===== config.mk =====
export PLATFORM = sky130hd
export DESIGN_NAME = tx_status_fifo_and_control
export DESIGN_NICKNAME = d
export VERILOG_FILES = /design/src/hdl/tx_status_compose.v /design/src/hdl/tx_status_fifo_and_control.v /design/src/hdl/tx_status_store.v
export VERILOG_INCLUDE_DIRS = /design/src /design/src/hdl
export SDC_FILE = /design/constraint.sdc
export NUM_CORES = 1
export LEC_CHECK = 0
export ABC_CLOCK_PERIOD_IN_PS = 8100
export BUFFER_PORTS_ARGS = -buffer_cell sky130_fd_sc_hd__buf_2
export CELL_PAD_IN_SITES_DETAIL_PLACEMENT = 0
export CELL_PAD_IN_SITES_GLOBAL_PLACEMENT = 1
export CORE_AREA = 2 2 243 245
export DETAILED_ROUTE_END_ITERATION = 7
export DIE_AREA = 0 0 245 247
export GPL_ROUTABILITY_DRIVEN = 0
export GPL_TIMING_DRIVEN = 0
export PLACE_DENSITY = 0.78
export SETUP_SLACK_MARGIN = 0.15
export SYNTH_ARGS = -nofsm -noshare
export SYNTH_HDL_FRONTEND = slang
export SYNTH_SLANG_ARGS = --single-unit

===== constraint.sdc =====
create_clock -name ref_clk_i -period 8.1 [get_ports ref_clk_i]
set_clock_uncertainty 0.05 [all_clocks]
set_input_delay 0 -clock ref_clk_i [delete_from_list [all_inputs] [get_ports ref_clk_i]]
set_output_delay 0 -clock ref_clk_i [all_outputs]
set_load 0.02 [all_outputs]

===== src/hdl/tx_status_map.vh =====
// Register map, field positions and counts of the transmit status block
`ifndef TX_STATUS_MAP_VH
`define TX_STATUS_MAP_VH
// ==========================================================
// Register byte offsets
`define ADDR_DATA     8'h00
`define ADDR_STATUS   8'h04
`define ADDR_CFG      8'h08
`define ADDR_INF      8'h0c
`define ADDR_EVT      8'h10
// ==========================================================
// Configuration register fields
`define CFG_ON        0
`define CFG_STOP      1
`define CFG_SAO       2
`define CFG_DEFCHK    3
`define CFG_PURGE_STS 14
`define CFG_PURGE_DAT 15
`define CFG_RESET     4'h0
// Event register fields
`define EVT_TXERR     0
`define EVT_STOPPED   1
// ==========================================================
// First command word fields
`define A_FS          13
`define A_LS          12
`define A_OFS_HI      20
`define A_OFS_LO      16
`define A_ALN_HI      25
`define A_ALN_LO      24
`define A_SIZE_HI     10
// Second command word fields
`define B_TAG_LO      16
`define B_LEN_HI      10
// ==========================================================
// Status word fields
`define ST_ES         15
`define ST_LOC        11
`define ST_NOC        10
`define ST_LATE       9
`define ST_EXC        8
`define ST_CC_LO      3
`define ST_XDEF       2
`define ST_DEF        0
// ==========================================================
// Depths
`define STS_DEPTH     5'h10
`define TXD_CAP_DW    12'h400
`endif


===== src/hdl/tx_status_compose.v =====
// Builds one status word from the transmitter's end-of-frame result
`default_nettype none
module tx_status_compose (
  // Clock and reset
  input  wire        ref_clk_i,
  input  wire        resetn_i,
  // Frame result
  input  wire        done_i,
  input  wire [15:0] tag_i,
  input  wire        lost_carrier_i,
  input  wire        no_carrier_i,
  input  wire        late_col_i,
  input  wire        excess_col_i,
  input  wire [3:0]  col_count_i,
  input  wire        excess_defer_i,
  input  wire        deferred_i,
  input  wire        defchk_en_i,
  // Status word
  output reg  [31:0] word_o,
  output reg         valid_o
);
`include "tx_status_map.vh"
  reg [31:0] w;
  reg        xdef;

  // Word assembly; reserved bits stay zero
  always @* begin
    w = 32'h0000_0000;
    xdef = excess_defer_i & defchk_en_i;
    w[31:`B_TAG_LO] = tag_i;
    w[`ST_LOC]  = lost_carrier_i;
    w[`ST_NOC]  = no_carrier_i;
    w[`ST_LATE] = late_col_i;
    w[`ST_EXC]  = excess_col_i;
    w[`ST_CC_LO+3:`ST_CC_LO] = col_count_i;
    w[`ST_XDEF] = xdef;
    w[`ST_DEF]  = deferred_i;
    w[`ST_ES]   = w[11] | w[10] | w[9] | w[8] | w[2] | w[1];
  end

  // One word per finished frame, one cycle later
  always @(posedge ref_clk_i) begin
    if (!resetn_i) begin
      word_o  <= 32'h0000_0000;
      valid_o <= 1'b0;
    end else begin
      valid_o <= done_i;
      if (done_i) begin
        word_o <= w;
      end
    end
  end
endmodule // tx_status_compose
`default_nettype wire


===== src/hdl/tx_status_fifo_and_control.v =====
// Transmit status FIFO, data FIFO accounting and stop control
`default_nettype none
module tx_status_fifo_and_control (
  // Clock and reset
  input  wire        ref_clk_i,
  input  wire        resetn_i,
  // AHB-Lite slave
  input  wire        hsel_i,
  input  wire [31:0] haddr_i,
  input  wire [1:0]  htrans_i,
  input  wire        hwrite_i,
  input  wire [2:0]  hsize_i,
  input  wire [31:0] hwdata_i,
  input  wire        hready_i,
  output wire [31:0] hrdata_o,
  output wire        hreadyout_o,
  output wire        hresp_o,
  // Toward the data FIFO storage
  output wire        txd_wr_o,
  output wire [31:0] txd_wdata_o,
  // Transmitter handshake
  output wire        tx_go_o,
  input  wire        mac_start_i,
  input  wire        mac_pop_i,
  input  wire        mac_done_i,
  input  wire [15:0] mac_tag_i,
  input  wire        mac_lost_carrier_i,
  input  wire        mac_no_carrier_i,
  input  wire        mac_late_col_i,
  input  wire        mac_excess_col_i,
  input  wire [3:0]  mac_col_count_i,
  input  wire        mac_excess_defer_i,
  input  wire        mac_deferred_i,
  // Events
  output wire        transmit_stopped_event_o,
  output wire        transmit_error_flag_o
);
`include "tx_status_map.vh"
  localparam [1:0] D_CMDA = 2'b00;
  localparam [1:0] D_CMDB = 2'b01;
  localparam [1:0] D_DATA = 2'b10;

  // ==========================================================
  // Helpers
  function [10:0] dw_ceil;
    input [12:0] bytes;
    reg   [12:0] t;
    begin
      t = bytes + 13'h0003;
      dw_ceil = t[12:2];
    end
  endfunction

  // ==========================================================
  // State
  reg        ph_ff;
  reg        ph_wr_ff;
  reg [7:0]  ph_addr_ff;
  reg        hready_ff;
  reg [31:0] hrdata_ff;
  reg        hresp_ff;
  reg        cfg_on_ff;
  reg        cfg_stop_ff;
  reg        cfg_sao_ff;
  reg        cfg_defchk_ff;
  reg        purge_sts_ff;
  reg        purge_dat_ff;
  reg        err_ff;
  reg        stopped_ff;
  reg        stop_pulse_ff;
  reg        tx_go_ff;
  reg        in_flight_ff;
  reg        sts_lost_ff;
  reg [7:0]  pending_ff;
  reg [11:0] dused_ff;
  reg        txd_wr_ff;
  reg [31:0] txd_wdata_ff;
  reg [1:0]  dstate_ff;
  reg [10:0] idx_ff;
  reg [31:0] cmda_ff;
  reg [31:0] cmdb_ff;
  reg [15:0] bsum_ff;
  reg [1:0]  nxt_dstate;
  reg [10:0] nxt_idx;
  reg [15:0] nxt_bsum;
  reg        store_w;
  reg        b_err;
  reg        len_err;
  reg        pkt_done;
  reg [12:0] rmask;

  wire        acc;
  wire        wr_go;
  wire        rd_go;
  wire        dwr;
  wire [31:0] sts_word;
  wire        sts_valid;
  wire [31:0] sts_head;
  wire [4:0]  sts_cnt;
  wire        sts_full;
  wire        sts_empty;
  wire        sts_pop;
  wire        sts_push;
  wire        sts_ovr;
  wire        dfull;
  wire        store_ok;
  wire        d_ovr;
  wire [4:0]  first_dw;
  wire [10:0] keep_dw;
  wire [12:0] span;
  wire [12:0] rnd;
  wire [10:0] total_dw;
  wire [10:0] bsize;
  wire [15:0] bsum_new;
  wire        stop_done;
  wire        evt_clr_err;
  wire        evt_clr_stp;
  wire        err_set;
  wire [4:0]  used_rpt;
  wire [11:0] dfree;

  // ==========================================================
  // Bus phases; one wait state per transfer so read data is registered
  assign acc   = hsel_i & htrans_i[1] & hready_i;
  assign wr_go = ph_ff & ph_wr_ff;
  assign rd_go = ph_ff & ~ph_wr_ff;
  assign dwr   = wr_go & (ph_addr_ff == `ADDR_DATA);

  always @(posedge ref_clk_i) begin
    if (!resetn_i) begin
      ph_ff      <= 1'b0;
      ph_wr_ff   <= 1'b0;
      ph_addr_ff <= 8'h00;
      hready_ff  <= 1'b1;
      hresp_ff   <= 1'b0;
    end else if (ph_ff) begin
      ph_ff     <= 1'b0;
      hready_ff <= 1'b1;
    end else if (acc) begin
      ph_ff      <= 1'b1;
      ph_wr_ff   <= hwrite_i;
      ph_addr_ff <= haddr_i[7:0];
      hready_ff  <= 1'b0;
    end
  end

  // ==========================================================
  // Submodules
  tx_status_compose u_compose (
    .ref_clk_i      (ref_clk_i),
    .resetn_i       (resetn_i),
    .done_i         (mac_done_i),
    .tag_i          (mac_tag_i),
    .lost_carrier_i (mac_lost_carrier_i),
    .no_carrier_i   (mac_no_carrier_i),
    .late_col_i     (mac_late_col_i),
    .excess_col_i   (mac_excess_col_i),
    .col_count_i    (mac_col_count_i),
    .excess_defer_i (mac_excess_defer_i),
    .deferred_i     (mac_deferred_i),
    .defchk_en_i    (cfg_defchk_ff),
    .word_o         (sts_word),
    .valid_o        (sts_valid)
  );

  tx_status_store u_store (
    .ref_clk_i   (ref_clk_i),
    .resetn_i    (resetn_i),
    .clear_i     (purge_sts_ff),
    .push_i      (sts_push),
    .push_data_i (sts_word),
    .pop_i       (sts_pop),
    .head_o      (sts_head),
    .count_o     (sts_cnt),
    .full_o      (sts_full),
    .empty_o     (sts_empty)
  );

  // Status push; a lost word blocks pushes until the host reads
  assign sts_pop  = rd_go & (ph_addr_ff == `ADDR_STATUS) & ~sts_empty;
  assign sts_push = sts_valid & ~sts_full & ~sts_lost_ff;
  assign sts_ovr  = sts_valid & (sts_full | sts_lost_ff);
  assign used_rpt = sts_lost_ff ? 5'h00 : sts_cnt;

  // ==========================================================
  // Buffer geometry from the latched first command word
  assign bsize    = cmda_ff[`A_SIZE_HI:0];
  assign first_dw = {2'b00, cmda_ff[`A_OFS_HI:`A_OFS_LO+2]};
  assign keep_dw  = dw_ceil({2'b00, bsize} +
                    {11'h000, cmda_ff[`A_OFS_LO+1:`A_OFS_LO]});
  assign span     = {2'b00, bsize} + {8'h00, cmda_ff[`A_OFS_HI:`A_OFS_LO]};
  assign rnd      = (span + rmask) & ~rmask;
  assign total_dw = dw_ceil(rnd);
  assign bsum_new = bsum_ff + {5'h00, bsize};

  // End alignment of 4, 16 or 32 bytes
  always @* begin
    case (cmda_ff[`A_ALN_HI:`A_ALN_LO])
      2'b01:   rmask = 13'h000f;
      2'b10:   rmask = 13'h001f;
      default: rmask = 13'h0003;
    endcase
  end

  // Host data port sequencing: command A, command B, buffer words
  always @* begin
    nxt_dstate = dstate_ff;
    nxt_idx    = idx_ff;
    nxt_bsum   = bsum_ff;
    store_w    = 1'b0;
    b_err      = 1'b0;
    len_err    = 1'b0;
    pkt_done   = 1'b0;
    if (dwr) begin
      case (dstate_ff)
        D_CMDA: begin
          store_w    = 1'b1;
          nxt_dstate = D_CMDB;
        end
        D_CMDB: begin
          store_w = cmda_ff[`A_FS];
          b_err   = ~cmda_ff[`A_FS] & (hwdata_i != cmdb_ff);
          nxt_idx = 11'h000;
          nxt_dstate = D_DATA;
        end
        D_DATA: begin
          // Whole leading and trailing padding words are skipped
          store_w = ({6'h00, first_dw} <= idx_ff) &&
                    (idx_ff < ({6'h00, first_dw} + keep_dw));
          nxt_idx = idx_ff + 11'h001;
          if (nxt_idx >= total_dw) begin
            nxt_dstate = D_CMDA;
            nxt_bsum   = bsum_new;
            if (cmda_ff[`A_LS]) begin
              pkt_done = 1'b1;
              len_err  = bsum_new != {5'h00, cmdb_ff[`B_LEN_HI:0]};
              nxt_bsum = 16'h0000;
            end
          end
        end
        default: begin
          nxt_dstate = D_CMDA;
        end
      endcase
    end
  end

  // Data FIFO space accounting
  assign dfull    = (dused_ff == `TXD_CAP_DW);
  assign store_ok = store_w & ~dfull;
  assign d_ovr    = store_w & dfull;
  assign dfree    = `TXD_CAP_DW - dused_ff;

  always @(posedge ref_clk_i) begin
    if (!resetn_i || purge_dat_ff) begin
      dstate_ff <= D_CMDA;
      idx_ff    <= 11'h000;
      bsum_ff   <= 16'h0000;
      cmda_ff   <= 32'h0000_0000;
      cmdb_ff   <= 32'h0000_0000;
      dused_ff  <= 12'h000;
      pending_ff <= 8'h00;
    end else begin
      dstate_ff <= nxt_dstate;
      idx_ff    <= nxt_idx;
      bsum_ff   <= nxt_bsum;
      if (dwr && dstate_ff == D_CMDA) begin
        cmda_ff <= hwdata_i;
      end
      if (dwr && dstate_ff == D_CMDB && cmda_ff[`A_FS]) begin
        cmdb_ff <= hwdata_i;
      end
      // Drain below zero is ignored
      if (store_ok && !(mac_pop_i && dused_ff != 12'h000)) begin
        dused_ff <= dused_ff + 12'h001;
      end else if (!store_ok && mac_pop_i && dused_ff != 12'h000) begin
        dused_ff <= dused_ff - 12'h001;
      end
      if (pkt_done && !mac_start_i) begin
        pending_ff <= pending_ff + 8'h01;
      end else if (!pkt_done && mac_start_i && pending_ff != 8'h00) begin
        pending_ff <= pending_ff - 8'h01;
      end
    end
  end

  // Words forwarded to storage, registered
  always @(posedge ref_clk_i) begin
    if (!resetn_i) begin
      txd_wr_ff    <= 1'b0;
      txd_wdata_ff <= 32'h0000_0000;
    end else begin
      txd_wr_ff <= store_ok;
      if (store_ok) begin
        txd_wdata_ff <= hwdata_i;
      end
    end
  end

  // ==========================================================
  // Transmit gating and stop handshake
  assign stop_done = cfg_stop_ff &
                     (sts_valid | (~in_flight_ff & ~mac_start_i));

  always @(posedge ref_clk_i) begin
    if (!resetn_i) begin
      tx_go_ff      <= 1'b0;
      in_flight_ff  <= 1'b0;
      stop_pulse_ff <= 1'b0;
    end else begin
      // Full FIFO stalls new frames unless overrun is allowed
      tx_go_ff <= cfg_on_ff & ~cfg_stop_ff & (pending_ff != 8'h00) &
                  ~in_flight_ff & ~mac_start_i &
                  ~(sts_full & ~cfg_sao_ff);
      if (mac_start_i) begin
        in_flight_ff <= 1'b1;
      end else if (sts_valid) begin
        in_flight_ff <= 1'b0;
      end
      stop_pulse_ff <= stop_done;
    end
  end

  // ==========================================================
  // Registers; hardware stop clearing overrides a same-cycle write
  assign evt_clr_err = wr_go & (ph_addr_ff == `ADDR_EVT) &
                       hwdata_i[`EVT_TXERR];
  assign evt_clr_stp = wr_go & (ph_addr_ff == `ADDR_EVT) &
                       hwdata_i[`EVT_STOPPED];
  assign err_set = len_err | b_err | d_ovr |
                   (sts_ovr & ~cfg_sao_ff);

  always @(posedge ref_clk_i) begin
    if (!resetn_i) begin
      cfg_on_ff     <= |((`CFG_RESET >> `CFG_ON) & 4'h1);
      cfg_stop_ff   <= 1'b0;
      cfg_sao_ff    <= 1'b0;
      cfg_defchk_ff <= 1'b0;
      purge_sts_ff  <= 1'b0;
      purge_dat_ff  <= 1'b0;
      err_ff        <= 1'b0;
      stopped_ff    <= 1'b0;
      sts_lost_ff   <= 1'b0;
    end else begin
      purge_sts_ff <= 1'b0;
      purge_dat_ff <= 1'b0;
      if (wr_go && ph_addr_ff == `ADDR_CFG) begin
        cfg_on_ff     <= hwdata_i[`CFG_ON];
        cfg_stop_ff   <= hwdata_i[`CFG_STOP];
        cfg_sao_ff    <= hwdata_i[`CFG_SAO];
        cfg_defchk_ff <= hwdata_i[`CFG_DEFCHK];
        purge_sts_ff  <= hwdata_i[`CFG_PURGE_STS];
        purge_dat_ff  <= hwdata_i[`CFG_PURGE_DAT];
      end
      if (stop_done) begin
        cfg_on_ff   <= 1'b0;
        cfg_stop_ff <= 1'b0;
      end
      // Set wins over clear; error never halts the transmitter
      err_ff     <= (err_ff & ~evt_clr_err) | err_set;
      stopped_ff <= (stopped_ff & ~evt_clr_stp) | stop_done;
      if (sts_ovr && cfg_sao_ff) begin
        sts_lost_ff <= 1'b1;
      end else if (sts_pop || purge_sts_ff) begin
        sts_lost_ff <= 1'b0;
      end
    end
  end

  // Read data captured in the data phase
  always @(posedge ref_clk_i) begin
    if (!resetn_i) begin
      hrdata_ff <= 32'h0000_0000;
    end else if (rd_go) begin
      if (ph_addr_ff == `ADDR_STATUS) begin
        hrdata_ff <= sts_empty ? 32'h0000_0000 : sts_head;
      end else if (ph_addr_ff == `ADDR_CFG) begin
        hrdata_ff <= {28'h0000000, cfg_defchk_ff, cfg_sao_ff,
                      cfg_stop_ff, cfg_on_ff};
      end else if (ph_addr_ff == `ADDR_INF) begin
        hrdata_ff <= {11'h000, used_rpt, 4'h0, dfree};
      end else if (ph_addr_ff == `ADDR_EVT) begin
        hrdata_ff <= {30'h00000000, stopped_ff, err_ff};
      end else begin
        hrdata_ff <= 32'h0000_0000;
      end
    end
  end

  // ==========================================================
  // Outputs
  assign hrdata_o    = hrdata_ff;
  assign hreadyout_o = hready_ff;
  assign hresp_o     = hresp_ff;
  assign txd_wr_o    = txd_wr_ff;
  assign txd_wdata_o = txd_wdata_ff;
  assign tx_go_o     = tx_go_ff;
  assign transmit_stopped_event_o = stop_pulse_ff;
  assign transmit_error_flag_o    = err_ff;
endmodule // tx_status_fifo_and_control
`default_nettype wire


===== src/hdl/tx_status_store.v =====
// Status word FIFO with head visible for host reads
`default_nettype none
module tx_status_store (
  // Clock and reset
  input  wire        ref_clk_i,
  input  wire        resetn_i,
  // Control
  input  wire        clear_i,
  input  wire        push_i,
  input  wire [31:0] push_data_i,
  input  wire        pop_i,
  // State
  output wire [31:0] head_o,
  output wire [4:0]  count_o,
  output wire        full_o,
  output wire        empty_o
);
`include "tx_status_map.vh"
  reg [31:0] mem [0:15];
  reg [3:0]  wr_ptr_ff;
  reg [3:0]  rd_ptr_ff;
  reg [4:0]  cnt_ff;
  wire       do_push;
  wire       do_pop;

  // Guard against push when full and pop when empty
  assign do_push = push_i & (cnt_ff != `STS_DEPTH);
  assign do_pop  = pop_i & (cnt_ff != 5'h00);
  assign head_o  = mem[rd_ptr_ff];
  assign count_o = cnt_ff;
  assign full_o  = (cnt_ff == `STS_DEPTH);
  assign empty_o = (cnt_ff == 5'h00);

  // Storage has no reset; only pointers matter
  always @(posedge ref_clk_i) begin
    if (do_push) begin
      mem[wr_ptr_ff] <= push_data_i;
    end
  end

  // Pointers and fill count
  always @(posedge ref_clk_i) begin
    if (!resetn_i || clear_i) begin
      wr_ptr_ff <= 4'h0;
      rd_ptr_ff <= 4'h0;
      cnt_ff    <= 5'h00;
    end else begin
      if (do_push) begin
        wr_ptr_ff <= wr_ptr_ff + 4'h1;
      end
      if (do_pop) begin
        rd_ptr_ff <= rd_ptr_ff + 4'h1;
      end
      if (do_push && !do_pop) begin
        cnt_ff <= cnt_ff + 5'h01;
      end else if (do_pop && !do_push) begin
        cnt_ff <= cnt_ff - 5'h01;
      end
    end
  end
endmodule // tx_status_store
`default_nettype wire


==> out/qor.json, run 1 <==
{
  "post_route_total_power_w": 0.007895,
  "worstReg2RegStart": "cmda_ff[1]$_SDFFE_PP0P_",
  "dpl.cell_count": 3092,
  "post-synth-top-area-fraction_pct": 45.19,
  "slew-limit-headroom_pct": 21.91,
  "place.detailed.hpwl_mm": 53.21,
  "detailroute.via_count": 19050,
  "setup_viol": 0,
  "hold-worst-slack_ps": 47.59,
  "pin_count_of_the_biggest_net_entering_global_routing": 22,
  "global_route.overflow_total": 0,
  "synth-seq-cells": 663,
  "buffer_ports.inserted": 139,
  "grt_pass1_wl_mm": 116.8,
  "number_of_enable_flip_flop_cells_after_synthesis": 432,
  "power_leakage_nw": 11.83,
  "finalNetCount": 2661,
  "hold_viol": 0,
  "setup.reg_to_reg.worst_slack_ps": 730,
  "status": "completed",
  "hp-start": "resetn_i",
  "initial_core_util_pct": 49.29,
  "slew_viol_final": 0,
  "tightest_slew_ps": 1171,
  "critical_path.endpoint_type": "register",
  "ios": 173,
  "critPathSlowestCell": "sky130_fd_sc_hd__o41ai_1",
  "clk_pin_slew_worst_paths_ps": 60,
  "global_route_usage_over_all_layers_pct": 26.18,
  "clk_path_buf_depth": 3,
  "power.density_cell_area_mw_per_mm2": 231.2,
  "worstPathRequired_ps": 8510,
  "rows": 89,
  "layout-drive-gt1-share_pct": 18.14,
  "hp-class": "in2reg",
  "synthesis.instances": 2151,
  "core_sq_mm": 0.05824,
  "per_instance_average_area_after_synthesis_sq_um": 13.34,
  "h-tree-depth": 3,
  "drv_cap": 0,
  "post_drt_wl_per_cell_um": 23.75,
  "clkSinkCount": 663,
  "synth_flop_cell": "sky130_fd_sc_hd__edfxtp_1",
  "drt-initial-drc-count": 1761,
  "per_cell_via_count_in_the_routed_design": 5.765,
  "ys_seq_area_share_pct": 61.31,
  "crit_fanout": 11,
  "min_to": "cfg_on_ff$_SDFFE_PP0P_",
  "postCtsResizedCells": 0,
  "drt-pass1-iter-count": 6,
  "number_of_instances_on_the_worst_hold_path": 4,
  "synth-async-reset-ratio_pct": 0,
  "critical_path.reg2reg.endpoint": "dused_ff[11]$_SDFFE_PP0P_",
  "crit_top_cell": "sky130_fd_sc_hd__ha_1",
  "dieWidth_um": 245,
  "antenna_found_initial": 1,
  "max_freq_mhz": 135.7,
  "netlist-cell-type-count": 74,
  "synth_top_cells_by_count": "sky130_fd_sc_hd__edfxtp_1 (432), sky130_fd_sc_hd__nand2_1 (258), sky130_fd_sc_hd__dfxtp_1 (231), sky130_fd_sc_hd__a21oi_1 (173), sky130_fd_sc_hd__nor2_1 (157)",
  "worstSetupPathType": "reg2reg",
  "peakVddDrop_mv": 0.1902,
  "finalWirelength_mm": 78.46,
  "cts.root.buffer_cell": "sky130_fd_sc_hd__clkbuf_16",
  "dieHeight_um": 247,
  "syn-cell-area_sq_mm": 0.02870,
  "max_stage_delay_ps": 440,
  "vias_in_the_first_global_route": 19110,
  "synthesis.yosys.warnings": 0,
  "most_used_standard_cell_by_instance_count_after_synthesis": "sky130_fd_sc_hd__edfxtp_1",
  "instances_no_fill": 3304,
  "die_area_sq_mm": 0.06052,
  "cts_tree": "yes",
  "fin_crit_ps": 7369,
  "flow.area_growth_from_synthesis_pct": 18.94,
  "worstSetupStartpointType": "register",
  "synthDominantAreaCellType": "sky130_fd_sc_hd__edfxtp_1",
  "rsz_0062_raised_after_global_routing": "no",
  "remaining_number_of_nets_flagged_by_the_antenna_check_after_routing": 0,
  "cts-buffers-inserted": 71,
  "drt_drc_violations_left": 0,
  "clk-insertion-delay-late_ps": 620,
  "timing.critical_path.arrival_ps": 7780,
  "period_share_pct": 90.97,
  "synth_area_leaders": "sky130_fd_sc_hd__edfxtp_1 (45%), sky130_fd_sc_hd__dfxtp_1 (16%), sky130_fd_sc_hd__mux4_2 (11%), sky130_fd_sc_hd__nand2_1 (3.4%), sky130_fd_sc_hd__ha_1 (3.3%)",
  "reg2reg_depth": 28
}
[layout by cell type, fill, tap and decap left out, drive strengths merged, types with 21 or more instances in the layout]
cell         count
a21oi          173
a22oi           21
buf            187
clkbuf         190
clkinv          22
dfxtp          231
dlygate4sd3     79
edfxtp         432
ha              76
inv             46
mux2i           47
mux4           135
nand2          258
nand3           53
nand4           21
nor2           158
nor3            31
o21ai           35
xnor2           86
xor2            27
[routing by layer]
metal	wire length [um]	vias up	GRT usage, %
met5	7	-	0
met4	2529	2	9.075
met3	4994	171	4.037
met2	39180	741	45.32
met1	31750	9449	33.65
li1	-	8686	-
[area by class of cell]
type                            instances  area [sq um]
Fill cell                            4504         24100
Timing Repair Buffer                  245          1941
Buffer                                114         461.7
Clock inverter                         34         411.6
Clock buffer                           97          1986
Antenna cell                            1         2.502
Tap cell                              773         967.2
Multi-Input combinational cell       1333         10610
Inverter                               44         165.2
Sequential cell                       663         17600
[worst max-delay path by stage]
stage	endpoint	start	slack, ps	depth (start not counted)
final	dused_ff[11]$_SDFFE_PP0P_	cmda_ff[1]$_SDFFE_PP0P_	730	28
after global routing	dused_ff[11]$_SDFFE_PP0P_	cmda_ff[1]$_SDFFE_PP0P_	200	28
after CTS	dused_ff[11]$_SDFFE_PP0P_	cmda_ff[1]$_SDFFE_PP0P_	800	28
after detailed placement	dused_ff[11]$_SDFFE_PP0P_	cmda_ff[1]$_SDFFE_PP0P_	-30	28
after global placement	dused_ff[11]$_SDFFE_PP0P_	cmda_ff[1]$_SDFFE_PP0P_	-570	28
after floorplan	dused_ff[11]$_SDFFE_PP0P_	cmda_ff[1]$_SDFFE_PP0P_	1700	28
[worst max-delay path, delay by kind of cell (launching register included)]
family	cells	cell delay, ps
and+or+nand+nor	6	1510
buffers and inverters	3	190
AOI/OAI and AO/OA	12	2930
xor gates and xnor gates	2	480
DFF	1	430
adders and majority gates	5	1670
[flip-flops by register name, indices dropped and copies added, names as in the netlist, 2 cells and up, named ones only]
register,count
cmdb_ff,32
bsum_ff,16
idx_ff,11
pending_ff,8
u_store.mem,432
cmda_ff,20
u_store.rd_ptr_ff,4
u_store.count_o,5
dused_ff,12
dstate_ff,2
u_store.wr_ptr_ff,4
u_compose.word_o,27
txd_wdata_o,32
ph_addr_ff,8
hrdata_o,29
[per-stage QoR]
| step | TNS (ps) | worst slack (ps) | instance area, sq um | util, % |
|---|---|---|---|---|
| 3_5_place_dp | -26.16 | -26.16 | 30940 | 53.13 |
| 3_3_place_gp | -1255 | -574.9 | 30380 | 52.16 |
| 6_report | 0 | 731.2 | 34140 | 58.62 |
| 2_1_floorplan | 0 | 1702 | 28720 | - |
| 5_1_grt | 0 | 199.8 | 34140 | 58.62 |
| 4_1_cts | 0 | 804.5 | 34140 | 58.62 |
[report_power, final]
group	leakage (nW)	internal, W	switching, W
sequential	5.86	0.00367	0.000102
combinational	4.80	0.000369	0.000431
clock	1.17	0.00196	0.00136
[kinds of logic after synthesis]
kind of cell	synth area share [%]
AND/OR/NAND/NOR	9.912
XOR/XNOR	3.513
multiplexers	12.23
buffers and inverters	2.184
other	0.02616
flip-flops	61.31
AO/OA/AOI/OAI	6.783
adder cells (fa/ha/maj)	4.045
[timing repair]
| action | 4_1_cts | 5_1_grt |
|---|---|---|
| hold buffers | 79 | 0 |
| setup endpoints to repair | 2 | 0 |
| buffers inserted | 1 | 0 |
| endpoints found under the hold margin | 137 | 0 |
(Power assumes the default switching activity.)
==> inputs of run 2 (changes only) <==
--- a/config.mk
+++ b/config.mk
@@ -10,11 +10,10 @@
 export BUFFER_PORTS_ARGS = -buffer_cell sky130_fd_sc_hd__buf_2
 export CELL_PAD_IN_SITES_DETAIL_PLACEMENT = 0
 export CELL_PAD_IN_SITES_GLOBAL_PLACEMENT = 1
-export CORE_AREA = 2 2 243 245
+export CORE_AREA = 2 2 218 273
 export DETAILED_ROUTE_END_ITERATION = 7
-export DIE_AREA = 0 0 245 247
+export DIE_AREA = 0 0 220 275
 export GPL_ROUTABILITY_DRIVEN = 0
-export GPL_TIMING_DRIVEN = 0
 export PLACE_DENSITY = 0.78
 export SETUP_SLACK_MARGIN = 0.15
 export SYNTH_ARGS = -nofsm -noshare
==> run 2 against run 1 <==
  * Routed wire length is 8.9% lower
  * Worst hold slack gained 38 ps
  * Core utilization shrank 1.1 points
  * Die area barely moved
  * Critical endpoint unchanged
  * Largest power group unchanged
  * Highest routed layer is now met4
==> out/qor.json, run 2 (synthesis results as in run 1) <==
{
  "global_route.overflow_total": 0,
  "initial_core_util_pct": 49.51,
  "drt_drc_violations_left": 0,
  "pin_count_of_the_biggest_net_entering_global_routing": 101,
  "h-tree-depth": 2,
  "vias_in_the_first_global_route": 18240,
  "crit_fanout": 11,
  "drv_cap": 0,
  "setup_total_negative_slack_ps": 0,
  "layout-drive-gt1-share_pct": 18.59,
  "timing.critical_path.arrival_ps": 7550,
  "critical_path.endpoint_type": "register",
  "max_stage_delay_ps": 440,
  "status": "completed",
  "ios": 173,
  "grt_pass1_wl_mm": 107.4,
  "worstReg2RegStart": "cmda_ff[1]$_SDFFE_PP0P_",
  "tightest_slew_ps": 1154,
  "setup_viol": 0,
  "most_frequent_standard_cell_in_the_layout_excluding_fill_and_tap_cells": "sky130_fd_sc_hd__edfxtp_1",
  "postCtsResizedCells": 0,
  "peakVddDrop_mv": 0.1959,
  "max_freq_mhz": 139.8,
  "fin_crit_ps": 7155,
  "place.detailed.hpwl_mm": 43.43,
  "finalWirelength_mm": 71.50,
  "flow.area_growth_from_synthesis_pct": 16.14,
  "final.setup.worst_slack_ps": 945.5,
  "finalNetCount": 2552,
  "hold_viol": 0,
  "worstPathRequired_ps": 8490,
  "clk-insertion-delay-late_ps": 650,
  "rsz_0062_raised_after_global_routing": "no",
  "dieWidth_um": 220,
  "postCtsSetupBuffers": 0,
  "crit_top_cell": "sky130_fd_sc_hd__ha_1",
  "die_area_sq_mm": 0.06050,
  "number_of_flip_flops_in_the_largest_register": 432,
  "period_share_pct": 88.33,
  "instances_no_fill": 3172,
  "pre_cts_ws_ps": 992.8,
  "dieHeight_um": 275,
  "cts_tree": "yes",
  "detailroute.via_count": 18300,
  "worstSetupStartpointType": "register",
  "insertedDiodeCount": 0,
  "hold-worst-slack_ps": 85.67,
  "crit_start": "cmda_ff[1]$_SDFFE_PP0P_",
  "rows": 99,
  "critPathSlowestCell": "sky130_fd_sc_hd__o41ai_1",
  "clk_path_buf_depth": 3,
  "drt-initial-drc-count": 1354,
  "cts-buffers-inserted": 61,
  "drt-pass1-iter-count": 7,
  "hp-class": "in2reg",
  "core_sq_mm": 0.05797,
  "largest-register": "u_store.mem",
  "cts.root.buffer_cell": "sky130_fd_sc_hd__clkbuf_16",
  "cts_hold_buf": 87,
  "clk_pin_slew_worst_paths_ps": 70,
  "dpl.cell_count": 2970,
  "global_route_usage_over_all_layers_pct": 23.78,
  "slew-limit-headroom_pct": 23.06,
  "antenna_found_initial": 0,
  "per_cell_via_count_in_the_routed_design": 5.769,
  "hp-start": "mac_tag_i[7]",
  "clkSinkCount": 663,
  "final_cell_mix": "sky130_fd_sc_hd__edfxtp_1 (432), sky130_fd_sc_hd__nand2_1 (258), sky130_fd_sc_hd__dfxtp_1 (228), sky130_fd_sc_hd__a21oi_1 (173), sky130_fd_sc_hd__nor2_1 (145)",
  "post_drt_wl_per_cell_um": 22.54,
  "power.density_cell_area_mw_per_mm2": 228.2,
  "layout.core_utilization_pct": 57.51,
  "power_leakage_nw": 11.53,
  "remaining_number_of_nets_flagged_by_the_antenna_check_after_routing": 0,
  "worstSetupPathType": "reg2reg",
  "buffer_ports.inserted": 140,
  "slew_viol_final": 0
}
run 2: cell types whose count changed in the layout (fill, tap and decap cells not counted), sizes merged:
cell | previous run | this run
bufinv | 7 | 9
clkinvlp | 3 | 7
clkbuf | 190 | 78
diode | 1 | 0
clkinv | 22 | 19
buf | 187 | 173
dlygate4sd3 | 79 | 87
run 2: where the power goes:
group | total, W | internal (W) | switching [W]
sequential | 0.00377 | 0.00367 | 0.000100
clock | 0.00306 | 0.00178 | 0.00128
combinational | 0.000781 | 0.000364 | 0.000418
run 2: routing by layer:
layer,part of all wire [%],vias up,GRT usage [%]
li1,-,8435,-
met3,5.7,134,3.460
met1,39,9132,29.53
met5,0,-,0
met2,52,597,42.34
met4,3.5,0,8.336
run 2: final cells by class:
| cell class | count | area (sq um) |
|---|---|---|
| fill | 4561 | 24630 |
| sequential | 663 | 17610 |
| multi-input combinational | 1333 | 10610 |
| timing repair buffer | 260 | 1819 |
| clock buffer | 78 | 1692 |
| tap | 757 | 947.2 |
| clock inverter | 37 | 493.0 |
| inverter | 44 | 167.7 |
run 2: path summary, 6_finish.rpt:
path	to	slack [ps]	cells after the start
setup / recovery	dused_ff[11]$_SDFFE_PP0P_	950	28
hold / removal	u_compose.word_o[23]$_SDFFE_PN0P_	90	4
setup reg to reg	dused_ff[11]$_SDFFE_PP0P_	950	28
hold reg to reg	txd_wdata_o[13]$_SDFFE_PN0P_	400	2
run 2: critical path: cells and delay by family, from the launching register on:
kind | cells | cell delay (ps)
AO/OA/AOI/OAI | 13 | 2910
XOR/XNOR | 1 | 200
adder cells (fa/ha/maj) | 5 | 1660
buffers and inverters | 2 | 120
flip-flops | 1 | 400
AND/OR/NAND/NOR | 7 | 1620
run 2: stage by stage:
step                      instance area (sq um)  power [W]
final                                     33340   0.007607
after detailed placement                  30280   0.004582
after floorplan                           28720   0.004384
after CTS                                 33340   0.007670
after global placement                    30280   0.004555
after global routing                      33340   0.007896
